<file path="src/design/dtd_decoder_map.svh">
// Purpose: Opcodes, field positions and clock counts of the data-transfer decoder
// Assumes: Included by its bare name from the decoder only
// Notes: Definitions only
`ifndef DTD_DECODER_MAP_SVH
`define DTD_DECODER_MAP_SVH

// ****************************************
// Opcode bytes
// ****************************************
`define DTD_OP_TABLE_LOOKUP_BYTE 8'hd7
`define DTD_OP_LOAD_EFF_OFFSET 8'h8d
`define DTD_OP_FAR_PTR_EXTRA_SEG 8'hc4
`define DTD_OP_FAR_PTR_DATA_SEG 8'hc5
`define DTD_OP_SWAP_OPERANDS 7'h43
`define DTD_OP_FLAGS_TO_HIGH_ACC 8'h9f
`define DTD_OP_HIGH_ACC_TO_FLAGS 8'h9e

// ****************************************
// Addressing-form byte fields
// ****************************************
`define DTD_MOD_HI 7
`define DTD_MOD_LO 6
`define DTD_REG_HI 5
`define DTD_REG_LO 3
`define DTD_RM_HI 2
`define DTD_RM_LO 0
`define DTD_MOD_REGISTER 2'h3

// ****************************************
// Execution clock counts and counter width
// ****************************************
`define DTD_CLK_TABLE_LOOKUP 15
`define DTD_CLK_LOAD_EFF 6
`define DTD_CLK_FAR_PTR 26
`define DTD_CLK_SWAP_REG 4
`define DTD_CLK_SWAP_MEM 17
`define DTD_CLK_FLAGS_TO_ACC 2
`define DTD_CLK_ACC_TO_FLAGS 3
`define DTD_CNT_W 5

`endif

</file>
<file path="src/design/dtd_pkg.sv">
// Purpose: Types shared by the data-transfer decoder and its bench
// Assumes: dtd_decoder_map.svh holds the numbers
// Notes: Types only
package dtd_pkg;

  // Instruction kinds of this group
  typedef enum logic [2:0] {
    DTD_NONE,
    DTD_TABLE_LOOKUP_BYTE,
    DTD_LOAD_EFFECTIVE_OFFSET,
    DTD_LOAD_FAR_POINTER_DATA_SEG,
    DTD_LOAD_FAR_POINTER_EXTRA_SEG,
    DTD_SWAP_OPERANDS,
    DTD_FLAGS_TO_HIGH_ACC,
    DTD_HIGH_ACC_TO_FLAGS
  } dtd_kind_t;

  // Decoded instruction handed to the execution unit
  typedef struct packed {
    dtd_kind_t kind;
    logic word;
    logic [1:0] mode;
    logic [2:0] reg_f;
    logic [2:0] rm;
    logic [4:0] clocks;
  } dtd_decode_t;

endpackage : dtd_pkg

</file>
<file path="src/design/dtd_decoder.sv">
// Purpose: Decode the data-transfer instruction group and time its execution
// Assumes: Opcode bytes come from fetch logic on core_clk, one per accepted handshake
// Notes: Opcodes outside the group are consumed and reported, not executed
`timescale 1ns/10ps
`include "dtd_decoder_map.svh"

// Summary of operation
// - Byte 11010111 decodes as table_lookup_byte and runs for 15 clocks.
// - Byte 10001101 plus an addressing byte with form other than 11 is load_effective_offset.
// - Byte 11000100 plus a memory-form addressing byte is load_far_pointer_extra_seg, 26 clocks.
// - load_far_pointer_data_seg takes only memory forms and runs for 26 clocks.
// - Bytes 1000011w plus addressing byte are swap_operands, w sets size, 4 or 17 clocks.
// - Byte 10011111 is flags_to_high_acc and runs for 2 clocks.
// - Byte 10011110 is high_acc_to_flags and runs for 3 clocks.
module dtd_decoder
  import dtd_pkg::*;
#(
  parameter int CNT_W = `DTD_CNT_W,
  parameter int CLK_LOAD_EFF = `DTD_CLK_LOAD_EFF,
  parameter logic [7:0] OP_FAR_PTR_DATA_SEG = `DTD_OP_FAR_PTR_DATA_SEG
) (
  input wire logic core_clk,
  input wire logic rst,
  input wire logic clk_en,
  input wire logic op_valid,
  input wire logic [7:0] op_byte,
  output logic op_ready,
  output logic dec_valid,
  output dtd_decode_t dec_info,
  output logic bad_form,
  output logic not_group,
  output logic exec_busy,
  output logic exec_done
);

  // ****************************************
  // Parameter checks
  // ****************************************
  // Counter must hold the longest count; struct field is fixed at 5 bits
  if (CNT_W != 5) begin : g_bad_cnt
    $error("dtd_decoder: CNT_W must be 5");
  end
  if (CLK_LOAD_EFF < 1 || CLK_LOAD_EFF > 31) begin : g_bad_eff
    $error("dtd_decoder: CLK_LOAD_EFF out of range");
  end
  // A data-segment opcode that aliases another of the group would leave one of the two never decoding
  if (OP_FAR_PTR_DATA_SEG == `DTD_OP_TABLE_LOOKUP_BYTE ||
      OP_FAR_PTR_DATA_SEG == `DTD_OP_LOAD_EFF_OFFSET ||
      OP_FAR_PTR_DATA_SEG == `DTD_OP_FAR_PTR_EXTRA_SEG ||
      OP_FAR_PTR_DATA_SEG[7:1] == `DTD_OP_SWAP_OPERANDS ||
      OP_FAR_PTR_DATA_SEG == `DTD_OP_FLAGS_TO_HIGH_ACC ||
      OP_FAR_PTR_DATA_SEG == `DTD_OP_HIGH_ACC_TO_FLAGS) begin : g_bad_op
    $error("dtd_decoder: OP_FAR_PTR_DATA_SEG collides with another opcode");
  end

  localparam logic [4:0] C_TLB = 5'(`DTD_CLK_TABLE_LOOKUP);
  localparam logic [4:0] C_LEO = 5'(CLK_LOAD_EFF);
  localparam logic [4:0] C_FAR = 5'(`DTD_CLK_FAR_PTR);
  localparam logic [4:0] C_SWR = 5'(`DTD_CLK_SWAP_REG);
  localparam logic [4:0] C_SWM = 5'(`DTD_CLK_SWAP_MEM);
  localparam logic [4:0] C_F2A = 5'(`DTD_CLK_FLAGS_TO_ACC);
  localparam logic [4:0] C_A2F = 5'(`DTD_CLK_ACC_TO_FLAGS);

  typedef enum logic [1:0] {S_IDLE, S_FORM, S_EXEC} dtd_state_t;

  // ****************************************
  // Decode functions
  // ****************************************
  // Opcode byte to kind; used for first byte and held opcode
  function automatic dtd_kind_t kind_of(input logic [7:0] op);
    dtd_kind_t k;
    k = DTD_NONE;
    if (op == `DTD_OP_TABLE_LOOKUP_BYTE) k = DTD_TABLE_LOOKUP_BYTE;
    else if (op == `DTD_OP_LOAD_EFF_OFFSET) k = DTD_LOAD_EFFECTIVE_OFFSET;
    else if (op == `DTD_OP_FAR_PTR_EXTRA_SEG) k = DTD_LOAD_FAR_POINTER_EXTRA_SEG;
    else if (op == OP_FAR_PTR_DATA_SEG) k = DTD_LOAD_FAR_POINTER_DATA_SEG;
    else if (op[7:1] == `DTD_OP_SWAP_OPERANDS) k = DTD_SWAP_OPERANDS;
    else if (op == `DTD_OP_FLAGS_TO_HIGH_ACC) k = DTD_FLAGS_TO_HIGH_ACC;
    else if (op == `DTD_OP_HIGH_ACC_TO_FLAGS) k = DTD_HIGH_ACC_TO_FLAGS;
    return k;
  endfunction : kind_of

  // Kinds that carry an addressing-form byte
  function automatic logic has_form(input dtd_kind_t k);
    return k == DTD_LOAD_EFFECTIVE_OFFSET || k == DTD_LOAD_FAR_POINTER_EXTRA_SEG ||
           k == DTD_LOAD_FAR_POINTER_DATA_SEG || k == DTD_SWAP_OPERANDS;
  endfunction : has_form

  // Kinds that must name a memory operand
  function automatic logic mem_only(input dtd_kind_t k);
    return has_form(k) && k != DTD_SWAP_OPERANDS;
  endfunction : mem_only

  // Execution clocks per kind and form
  function automatic logic [4:0] clocks_of(input dtd_kind_t k, input logic [1:0] md);
    logic [4:0] c;
    c = 5'h01;
    case (k)
      DTD_TABLE_LOOKUP_BYTE: c = C_TLB;
      DTD_LOAD_EFFECTIVE_OFFSET: c = C_LEO;
      DTD_LOAD_FAR_POINTER_EXTRA_SEG: c = C_FAR;
      DTD_LOAD_FAR_POINTER_DATA_SEG: c = C_FAR;
      DTD_SWAP_OPERANDS: c = (md == `DTD_MOD_REGISTER) ? C_SWR : C_SWM;
      DTD_FLAGS_TO_HIGH_ACC: c = C_F2A;
      DTD_HIGH_ACC_TO_FLAGS: c = C_A2F;
      default: c = 5'h01;
    endcase
    return c;
  endfunction : clocks_of

  // ****************************************
  // State
  // ****************************************
  dtd_state_t state;
  logic [7:0] opc_q;
  logic [4:0] cnt;

  // ****************************************
  // Next-value decoding
  // ****************************************
  // Byte is taken only while not executing and the clock enable is high
  wire take = clk_en && op_valid && op_ready;
  wire [1:0] byte_mode = op_byte[`DTD_MOD_HI:`DTD_MOD_LO];
  wire dtd_kind_t first_kind = kind_of(op_byte);
  wire dtd_kind_t held_kind = kind_of(opc_q);
  wire take_first = take && state == S_IDLE;
  wire take_form = take && state == S_FORM;
  wire form_reject = take_form && mem_only(held_kind) && byte_mode == `DTD_MOD_REGISTER;
  wire first_unknown = take_first && first_kind == DTD_NONE;
  wire first_single = take_first && first_kind != DTD_NONE && !has_form(first_kind);
  wire first_formed = take_first && has_form(first_kind);
  wire issue_form = take_form && !form_reject;
  wire issue = first_single || issue_form;
  wire exec_last = clk_en && state == S_EXEC && cnt == 5'h00;

  // Decoded word: single-byte opcodes report zero fields
  dtd_decode_t next_info;
  assign next_info.kind = first_single ? first_kind : held_kind;
  assign next_info.word = first_single ? 1'b0 : opc_q[0];
  assign next_info.mode = first_single ? 2'h0 : byte_mode;
  assign next_info.reg_f = first_single ? 3'h0 : op_byte[`DTD_REG_HI:`DTD_REG_LO];
  assign next_info.rm = first_single ? 3'h0 : op_byte[`DTD_RM_HI:`DTD_RM_LO];
  assign next_info.clocks = clocks_of(next_info.kind, next_info.mode);

  dtd_state_t next_state;
  assign next_state = issue ? S_EXEC :
                      first_formed ? S_FORM :
                      (form_reject || exec_last) ? S_IDLE : state;

  // Handshake is combinational so fetch can stream back to back
  assign op_ready = state != S_EXEC;
  assign exec_busy = state == S_EXEC;

  // ****************************************
  // Registers
  // ****************************************
  // Sequencer and execution counter
  always_ff @(posedge core_clk or posedge rst) begin
    if (rst) begin
      state <= S_IDLE;
      cnt <= 5'h00;
      opc_q <= 8'h00;
    end else if (clk_en) begin
      state <= next_state;
      if (first_formed) opc_q <= op_byte;
      if (issue) cnt <= next_info.clocks - 5'h01;
      else if (state == S_EXEC) cnt <= cnt - 5'h01;
    end
  end

  // Output strobes and decoded word; rejected forms never reach execution
  always_ff @(posedge core_clk or posedge rst) begin
    if (rst) begin
      dec_valid <= 1'b0;
      dec_info <= '0;
      bad_form <= 1'b0;
      not_group <= 1'b0;
      exec_done <= 1'b0;
    end else if (clk_en) begin
      dec_valid <= issue;
      if (issue) dec_info <= next_info;
      bad_form <= form_reject;
      not_group <= first_unknown;
      exec_done <= exec_last;
    end
  end

  // Length of the current execution run
  logic [4:0] run_len;
  always_ff @(posedge core_clk or posedge rst) begin
    if (rst) run_len <= 5'h00;
    else if (clk_en) run_len <= exec_busy ? run_len + 5'h01 : 5'h00;
  end
endmodule : dtd_decoder

</file>
<file path="config.mk">
export PLATFORM = sky130hd
export DESIGN_NAME = dtd_decoder
export DESIGN_NICKNAME = d
export VERILOG_FILES = /design/src/design/dtd_pkg.sv /design/src/design/dtd_decoder.sv
export VERILOG_INCLUDE_DIRS = /design/src /design/src/design
export SDC_FILE = /design/constraint.sdc
export NUM_CORES = 1
export LEC_CHECK = 0
export CAP_MARGIN = 20
export CORE_MARGIN = 2
export CORE_UTILIZATION = 40
export CTS_CLUSTER_DIAMETER = 50
export CTS_CLUSTER_SIZE = 25
export DETAILED_ROUTE_END_ITERATION = 8
export DONT_BUFFER_PORTS = 1
export HOLD_SLACK_MARGIN = 0.03
export PLACE_DENSITY = 0.53
export SYNTH_ARGS = -nofsm -noshare
export SYNTH_HDL_FRONTEND = slang
export SYNTH_SLANG_ARGS = --single-unit
</file>
<file path="constraint.sdc">
create_clock -name core_clk -period 4.1 [get_ports core_clk]
set_clock_uncertainty 0.1 [all_clocks]
set_input_delay 1.23 -clock core_clk [delete_from_list [all_inputs] [get_ports core_clk]]
set_output_delay 1.23 -clock core_clk [all_outputs]
set_load 0.02 [all_outputs]
</file>
---- Word level (Yosys, flattened, before mapping) ----
Cells that the tools add are included.
storage, ports and cells
  bits in registers ....................... 36
  logic and storage cells ................. 111
  input port bits ......................... 12
  output and inout port bits .............. 23
cells by class
  reduce and logical (&&, ||, !) cells .... 35
  muxes and demuxes ....................... 26
  equality and inequality tests ........... 35
  add/sub/neg operators ................... 2
operators by type and width
  operator               number
  $eq A8 B8 Y1 const B   12
  $mux W3                17
  $pmux W5 S6            1
  $eq A3 B3 Y1 const B   8
  $eq A3 B2 Y1 const B   6
  $mux W5                3
  $eq A7 B7 Y1 const B   2
  $logic_and A1 B1 Y1    14
  $sub A5 B1 Y5 const B  2
  $logic_or A1 B1 Y1     8
  $mux W2                4
  $reduce_and A2 Y1      4
  $eq A2 B2 Y1 const B   3
  $reduce_bool A3 Y1     2
  $logic_not A5 Y1       1
  $eq A3 B1 Y1 const B   1
  $logic_not A3 Y1       1
  $ne A3 B3 Y1 const B   1
  $eq A2 B1 Y1 const B   1
  $logic_not A1 Y1       2
  $logic_not A2 Y1       1
  $ne A2 B2 Y1 const B   1
  $reduce_bool A2 Y1     1
  $reduce_or A2 Y1       1
  $mux W1                1

---- Logic depth before layout (Yosys ltp) ----
  word-level depth ........................ 20
  depth in mapped cells ................... 13
  depth with buffers taken out ............ 11

---- Least setup slack after synthesis ----
OpenSTA, ideal clock, no wires.
  kind .................................... input port to flip-flop
  start ................................... in clk_en
  end ..................................... reg cnt[4]
  setup slack ............................. 627 ps
  library setup time ...................... 65 ps
  arrival ................................. 3308 ps
  path buffers ............................ 2
  stages .................................. 13
  required time ........................... 3935 ps
  cells stage by stage .................... buf_2 > nand2_1 > nor3_1 > and2_1 > buf_6 > a32oi_1 > a21oi_1 > o21bai_4 > ha_1 > nor2b_1 > nor3_2 > nor3_1 > a22o_1
between the ends
  word-level cells in the longest chain between the ends .. 11
  elaborated cells on any way between the ends .. 28
  those cells by class .................... add/sub (1); eq/ne (8); mux (5); reduce/logical (14)
ends and longest elaborated chain
  what                                                                 RTL line                                RTL
  from (decl)                                                          dtd_decoder.sv:24                       input wire logic clk_en,
  $logic_and A1 B1 Y1 (2 in a row)                                     dtd_decoder.sv:122                      wire take = clk_en && op_valid && op_ready;
  $logic_and A1 B1 Y1                                                  dtd_decoder.sv:126                      wire take_first = take && state == S_IDLE;
  $logic_and A1 B1 Y1 (2 in a row)                                     dtd_decoder.sv:130                      wire first_single = take_first && first_kind != DTD_NONE && !has_form(first_kind);
  $mux W3 / $mux W2 (equally long branches)                            dtd_decoder.sv:138, dtd_decoder.sv:140
  $eq A3 B2 Y1 (tied with other cells)                                 dtd_decoder.sv:98                       case (k)
  $reduce_or A2 Y1 (no source line) / $mux W5 (equally long branches)  n/a
  $pmux W5 S6                                                          dtd_decoder.sv:98
  $sub A5 B1 Y5                                                        dtd_decoder.sv:166                      if (issue) cnt <= next_info.clocks - 5'h01;
  $mux W5                                                              dtd_decoder.sv:166
  to (signal assigned)                                                 dtd_decoder.sv:166
  to (signal assigned)                                                 dtd_decoder.sv:167                      else if (state == S_EXEC) cnt <= cnt - 5'h01;
  to (decl)                                                            dtd_decoder.sv:116                      logic [4:0] cnt;
Several ways; a longest one is shown, not always the timed one.
A chain may end at the register's enable or synchronous reset.

---- Worst setup path in the final report ----
  start ................................... in op_byte[5]
  end ..................................... reg cnt[4]
between the ends
  word-level cells in the longest chain between the ends .. 20
  elaborated cells on any way between the ends .. 43
  those cells by class .................... add/sub (1); eq/ne (19); mux (12); reduce/logical (11)
ends and longest elaborated chain
  what                                                                 RTL line                                RTL
  from (decl)                                                          dtd_decoder.sv:26                       input wire logic [7:0] op_byte,
  $eq A8 B8 Y1 (no source line)                                        n/a
  $mux W3                                                              dtd_decoder.sv:79                       else if (op == `DTD_OP_HIGH_ACC_TO_FLAGS) k = DTD_HIGH_ACC_TO_FLAGS;
  $mux W3                                                              dtd_decoder.sv:78                       else if (op == `DTD_OP_FLAGS_TO_HIGH_ACC) k = DTD_FLAGS_TO_HIGH_ACC;
  $mux W3                                                              dtd_decoder.sv:77                       else if (op[7:1] == `DTD_OP_SWAP_OPERANDS) k = DTD_SWAP_OPERANDS;
  $mux W3                                                              dtd_decoder.sv:76                       else if (op == OP_FAR_PTR_DATA_SEG) k = DTD_LOAD_FAR_POINTER_DATA_SEG;
  $mux W3                                                              dtd_decoder.sv:75                       else if (op == `DTD_OP_FAR_PTR_EXTRA_SEG) k = DTD_LOAD_FAR_POINTER_EXTRA_SEG;
  $mux W3                                                              dtd_decoder.sv:74                       else if (op == `DTD_OP_LOAD_EFF_OFFSET) k = DTD_LOAD_EFFECTIVE_OFFSET;
  $mux W3 *                                                            dtd_decoder.sv:73                       if (op == `DTD_OP_TABLE_LOOKUP_BYTE) k = DTD_TABLE_LOOKUP_BYTE;
  [4 not listed]                                                       n/a
  $logic_not A1 Y1                                                     dtd_decoder.sv:130
  $logic_and A1 B1 Y1                                                  dtd_decoder.sv:130
  $mux W3 / $mux W2 (equally long branches)                            dtd_decoder.sv:138, dtd_decoder.sv:140
  $eq A3 B2 Y1 (tied with other cells)                                 dtd_decoder.sv:98
  $reduce_or A2 Y1 (no source line) / $mux W5 (equally long branches)  n/a
  $pmux W5 S6                                                          dtd_decoder.sv:98
  $sub A5 B1 Y5                                                        dtd_decoder.sv:166
  $mux W5                                                              dtd_decoder.sv:166
Mark *: on every way between the ends. The rest lies on a longest branch, timed or not.

==> impl_metrics.ini <==
[status]
status = finished clean

[job]
maxCapViolations = 0

[worst_setup_path]
slowest_stage = nor3_1
rr_worst_depth = 11
cp_slowest_stage_delay_ps = 490
worst-path-buf-inv = 0
crit_path_end_kind = flip-flop
path_max_fanout = 7
critical_path_class = in -> reg
path_depth = 10
cp.required_ps = 4230
cp-start-kind = primary input
arrival_ps = 3390
critical_path.top_delay_family = simple AND/OR/NAND/NOR gates
crit_chain = nand3b_2, nor3_1, a21oi_1, a21oi_1, o21bai_4, ha_1, nor2b_1, nor3_2, nor3_1, a22o_1

[clock_network]
cts.sinks = 36
cts_buffers = 5
hold_buffers = 0
cts_setup_buffers = 0
clk_transition_reported_paths_ps = 70
cts.path.max_buffers = 2
htreeDepth = 2
cts_tree = yes
root_buffer = clkbuf_8
ctsResizeCount = 0
clk_latency_ps = 280

[synth]
yosysTopAreaCell = dfrtp_1
yosys-top-cells-area = dfrtp_1 39%, nand2_1 4.6%, mux2i_1 3.9%
synth_seq_cells = 36
synth-compound-area-share_pct = 23.0
synth-simple-area-share_pct = 23.8
yosysWarnings = 0
synth-edff-count = 0
synthAdderAreaFrac_pct = 0.545
ys_async_sr_fraction_pct = 100
yosysTopAreaCellShare_pct = 39.2
yosysSeqAreaShare_pct = 39.2
synth_top_family_by_area = simple AND/OR/NAND/NOR gates
synthXorXnorAreaFrac_pct = 1.91
syn-instance-count = 235
ys_types = 71
synth_fp_nets = 248
ys_dominant_reg_cell = dfrtp_1
syn-cell-area_mm2 = 0.00230
syn_area_per_cell_um2 = 9.78
synthMuxAreaShare_pct = 5.88

[die]
ioPinCount = 35
start_util_pct = 41.5
die_w_um = 79.8
die_h_um = 79.8
num_rows = 27
die_area_mm2 = 0.00636
core_area_mm2 = 0.00554

[route]
drcViolationCount = 0
routedWlPerCell_um = 16.5
wirelength_um = 5020
vias = 1710
vias_per_cell = 5.61
drt_pre_antenna_iters = 4
drt_iter0_drc = 92
drtAntennaViolNets = 0

[placed_design]
gp_congestion = 0.809
detailed_place_hpwl_um = 3750
portBuffers = 0

[global_routing]
overflow = 0
grt_antenna_before_repair = 0
grt_first_pass_wirelength_um = 8790
grtUsageTotal_pct = 17.6
grt_pass1_vias = 1740
grt_max_degree = 21

[power_and_ir_drop]
leakage_nw = 1.02
p_total_mw = 1.19
p_per_area_mw_per_mm2 = 493
vdd_drop_max_uv = 287

[finish]
syn2layout_area_growth_pct = 5.07
nFillCells = 564
diodes = 0
final_nets = 246
final_layout_size_suffix_gt1_share_pct = 15.9

[worst_hold_path]
holdCritPathClass = reg -> reg
min_path_cells = 1

[timing]
fin_hold_ws_ps = 393
grt_setup_unrepaired = no
finalHoldViolCount = 0
max_freq_ghz = 0.306
slew_headroom_pct = 52.2
finalSetupViolations = 0
worst_pin_slew_ps = 713
tns_ps = 0
fin_crit_sh_pct = 79.6
final_max_slew_viol_count = 0
min_period_ps = 3260
cells by family after synthesis:
family	after synthesis
multiplexers	13
adder cells (fa/ha/maj)	1
AO/OA/AOI/OAI	62
XOR/XNOR	5
AND/OR/NAND/NOR	93
flip-flops	36
buffers and inverters	25
synthesized netlist by cell type, drive strengths merged, types with 4 or more instances:
master	count
a21o	4
a21oi	9
buf	12
dfrtp	36
inv	11
mux2	4
mux2i	9
nand2	28
nand2b	4
nand3	4
nand3b	4
nor2	21
nor2b	7
nor3	5
o21ai	13
xor2	4
layout make-up:
cell class,instances,area [um2],share of cell area (%)
Inverter,11,41.3,1.71
Clock buffer,6,72.6,3.01
Multi-Input combinational cell,174,1270,52.5
Timing Repair Buffer,5,37.5,1.56
Tap cell,72,90.1,3.73
Clock inverter,1,5.00,0.207
Sequential cell,36,901,37.3
worst reg2reg max path, cell delays in order, from the launching register on:
cell and delay [ps]:
dfrtp_1 560, nor3b_1 430, o2bb2a_1 270, o21ai_0 210
a32oi_1 130, a21oi_1 220, o21bai_4 180, ha_1 220
nor2b_1 250, nor3_2 60, nor3_1 180, a22o_1 140
per-stage QoR:
| step | cells | util, % | setup slack [ps] | area, um2 |
|---|---|---|---|---|
| 4_1_cts | 305 | 43.6 | 847 | 2410 |
| 3_3_place_gp | 298 | 42.2 | 653 | 2340 |
| 5_1_grt | 305 | 43.6 | 669 | 2410 |
| 6_report | 305 | 43.6 | 836 | 2410 |
| 2_1_floorplan | 235 | - | 627 | 2300 |
| 3_5_place_dp | 298 | 42.2 | 544 | 2340 |
worst paths after layout:
check / from / end / slack, ps
setup reg to reg: opc_q[0]$_DFFE_PP0P_ / cnt[4]$_DFFE_PP0P_ / 1110
hold reg to reg: opc_q[2]$_DFFE_PP0P_ / opc_q[2]$_DFFE_PP0P_ / 390
max in group asynchronous: rst / bad_form$_DFFE_PP0P_ / 2350
min in group asynchronous: rst / dec_info[7]$_DFFE_PP0P_ / 830
hold / removal: opc_q[2]$_DFFE_PP0P_ / opc_q[2]$_DFFE_PP0P_ / 390
setup / recovery: op_byte[5] / cnt[4]$_DFFE_PP0P_ / 840
layout by cell type (no fill, tap or decap), types with 3 or more instances in the layout:
| master | Yosys | routed |
|---|---|---|
| mux2i_1 | 9 | 9 |
| o21ai_0 | 13 | 13 |
| buf_4 | 1 | 5 |
| and3b_1 | 3 | 3 |
| and2_1 | 3 | 3 |
| a21oi_1 | 8 | 8 |
| nand2_1 | 28 | 28 |
| mux2_2 | 4 | 4 |
| clkbuf_8 | 0 | 5 |
| dfrtp_1 | 36 | 36 |
| a21o_1 | 3 | 3 |
| nand3_1 | 4 | 4 |
| xor2_1 | 4 | 4 |
| nand2b_1 | 3 | 3 |
| a31oi_1 | 3 | 3 |
| nor3_1 | 3 | 3 |
| inv_1 | 11 | 11 |
| nor2_1 | 21 | 21 |
| nor2b_1 | 7 | 7 |
where the power goes:
group | switching, mW | total [mW] | internal (mW) | leakage (nW)
combinational | 0.165 | 0.317 | 0.151 | 0.516
clock | 0.123 | 0.238 | 0.116 | 0.0410
sequential | 0.176 | 0.636 | 0.460 | 0.462
total | 0.464 | 1.19 | 0.727 | 1.02
registers in the layout (all words and copies together), names as in the netlist:
name and cells:
opc_q 8, exec_done 1, dec_valid 1, cnt 5, state 2, bad_form 1, not_group 1, dec_info 17
layer usage:
layer,GRT usage (%),part of all wire [%],vias up
li1,-,-,841
met1,24.3,49,831
met2,28.0,46,34
met3,4.07,4.4,4
met4,3.90,0.74,0
met5,0,0,-
(Power assumes the default switching activity.)
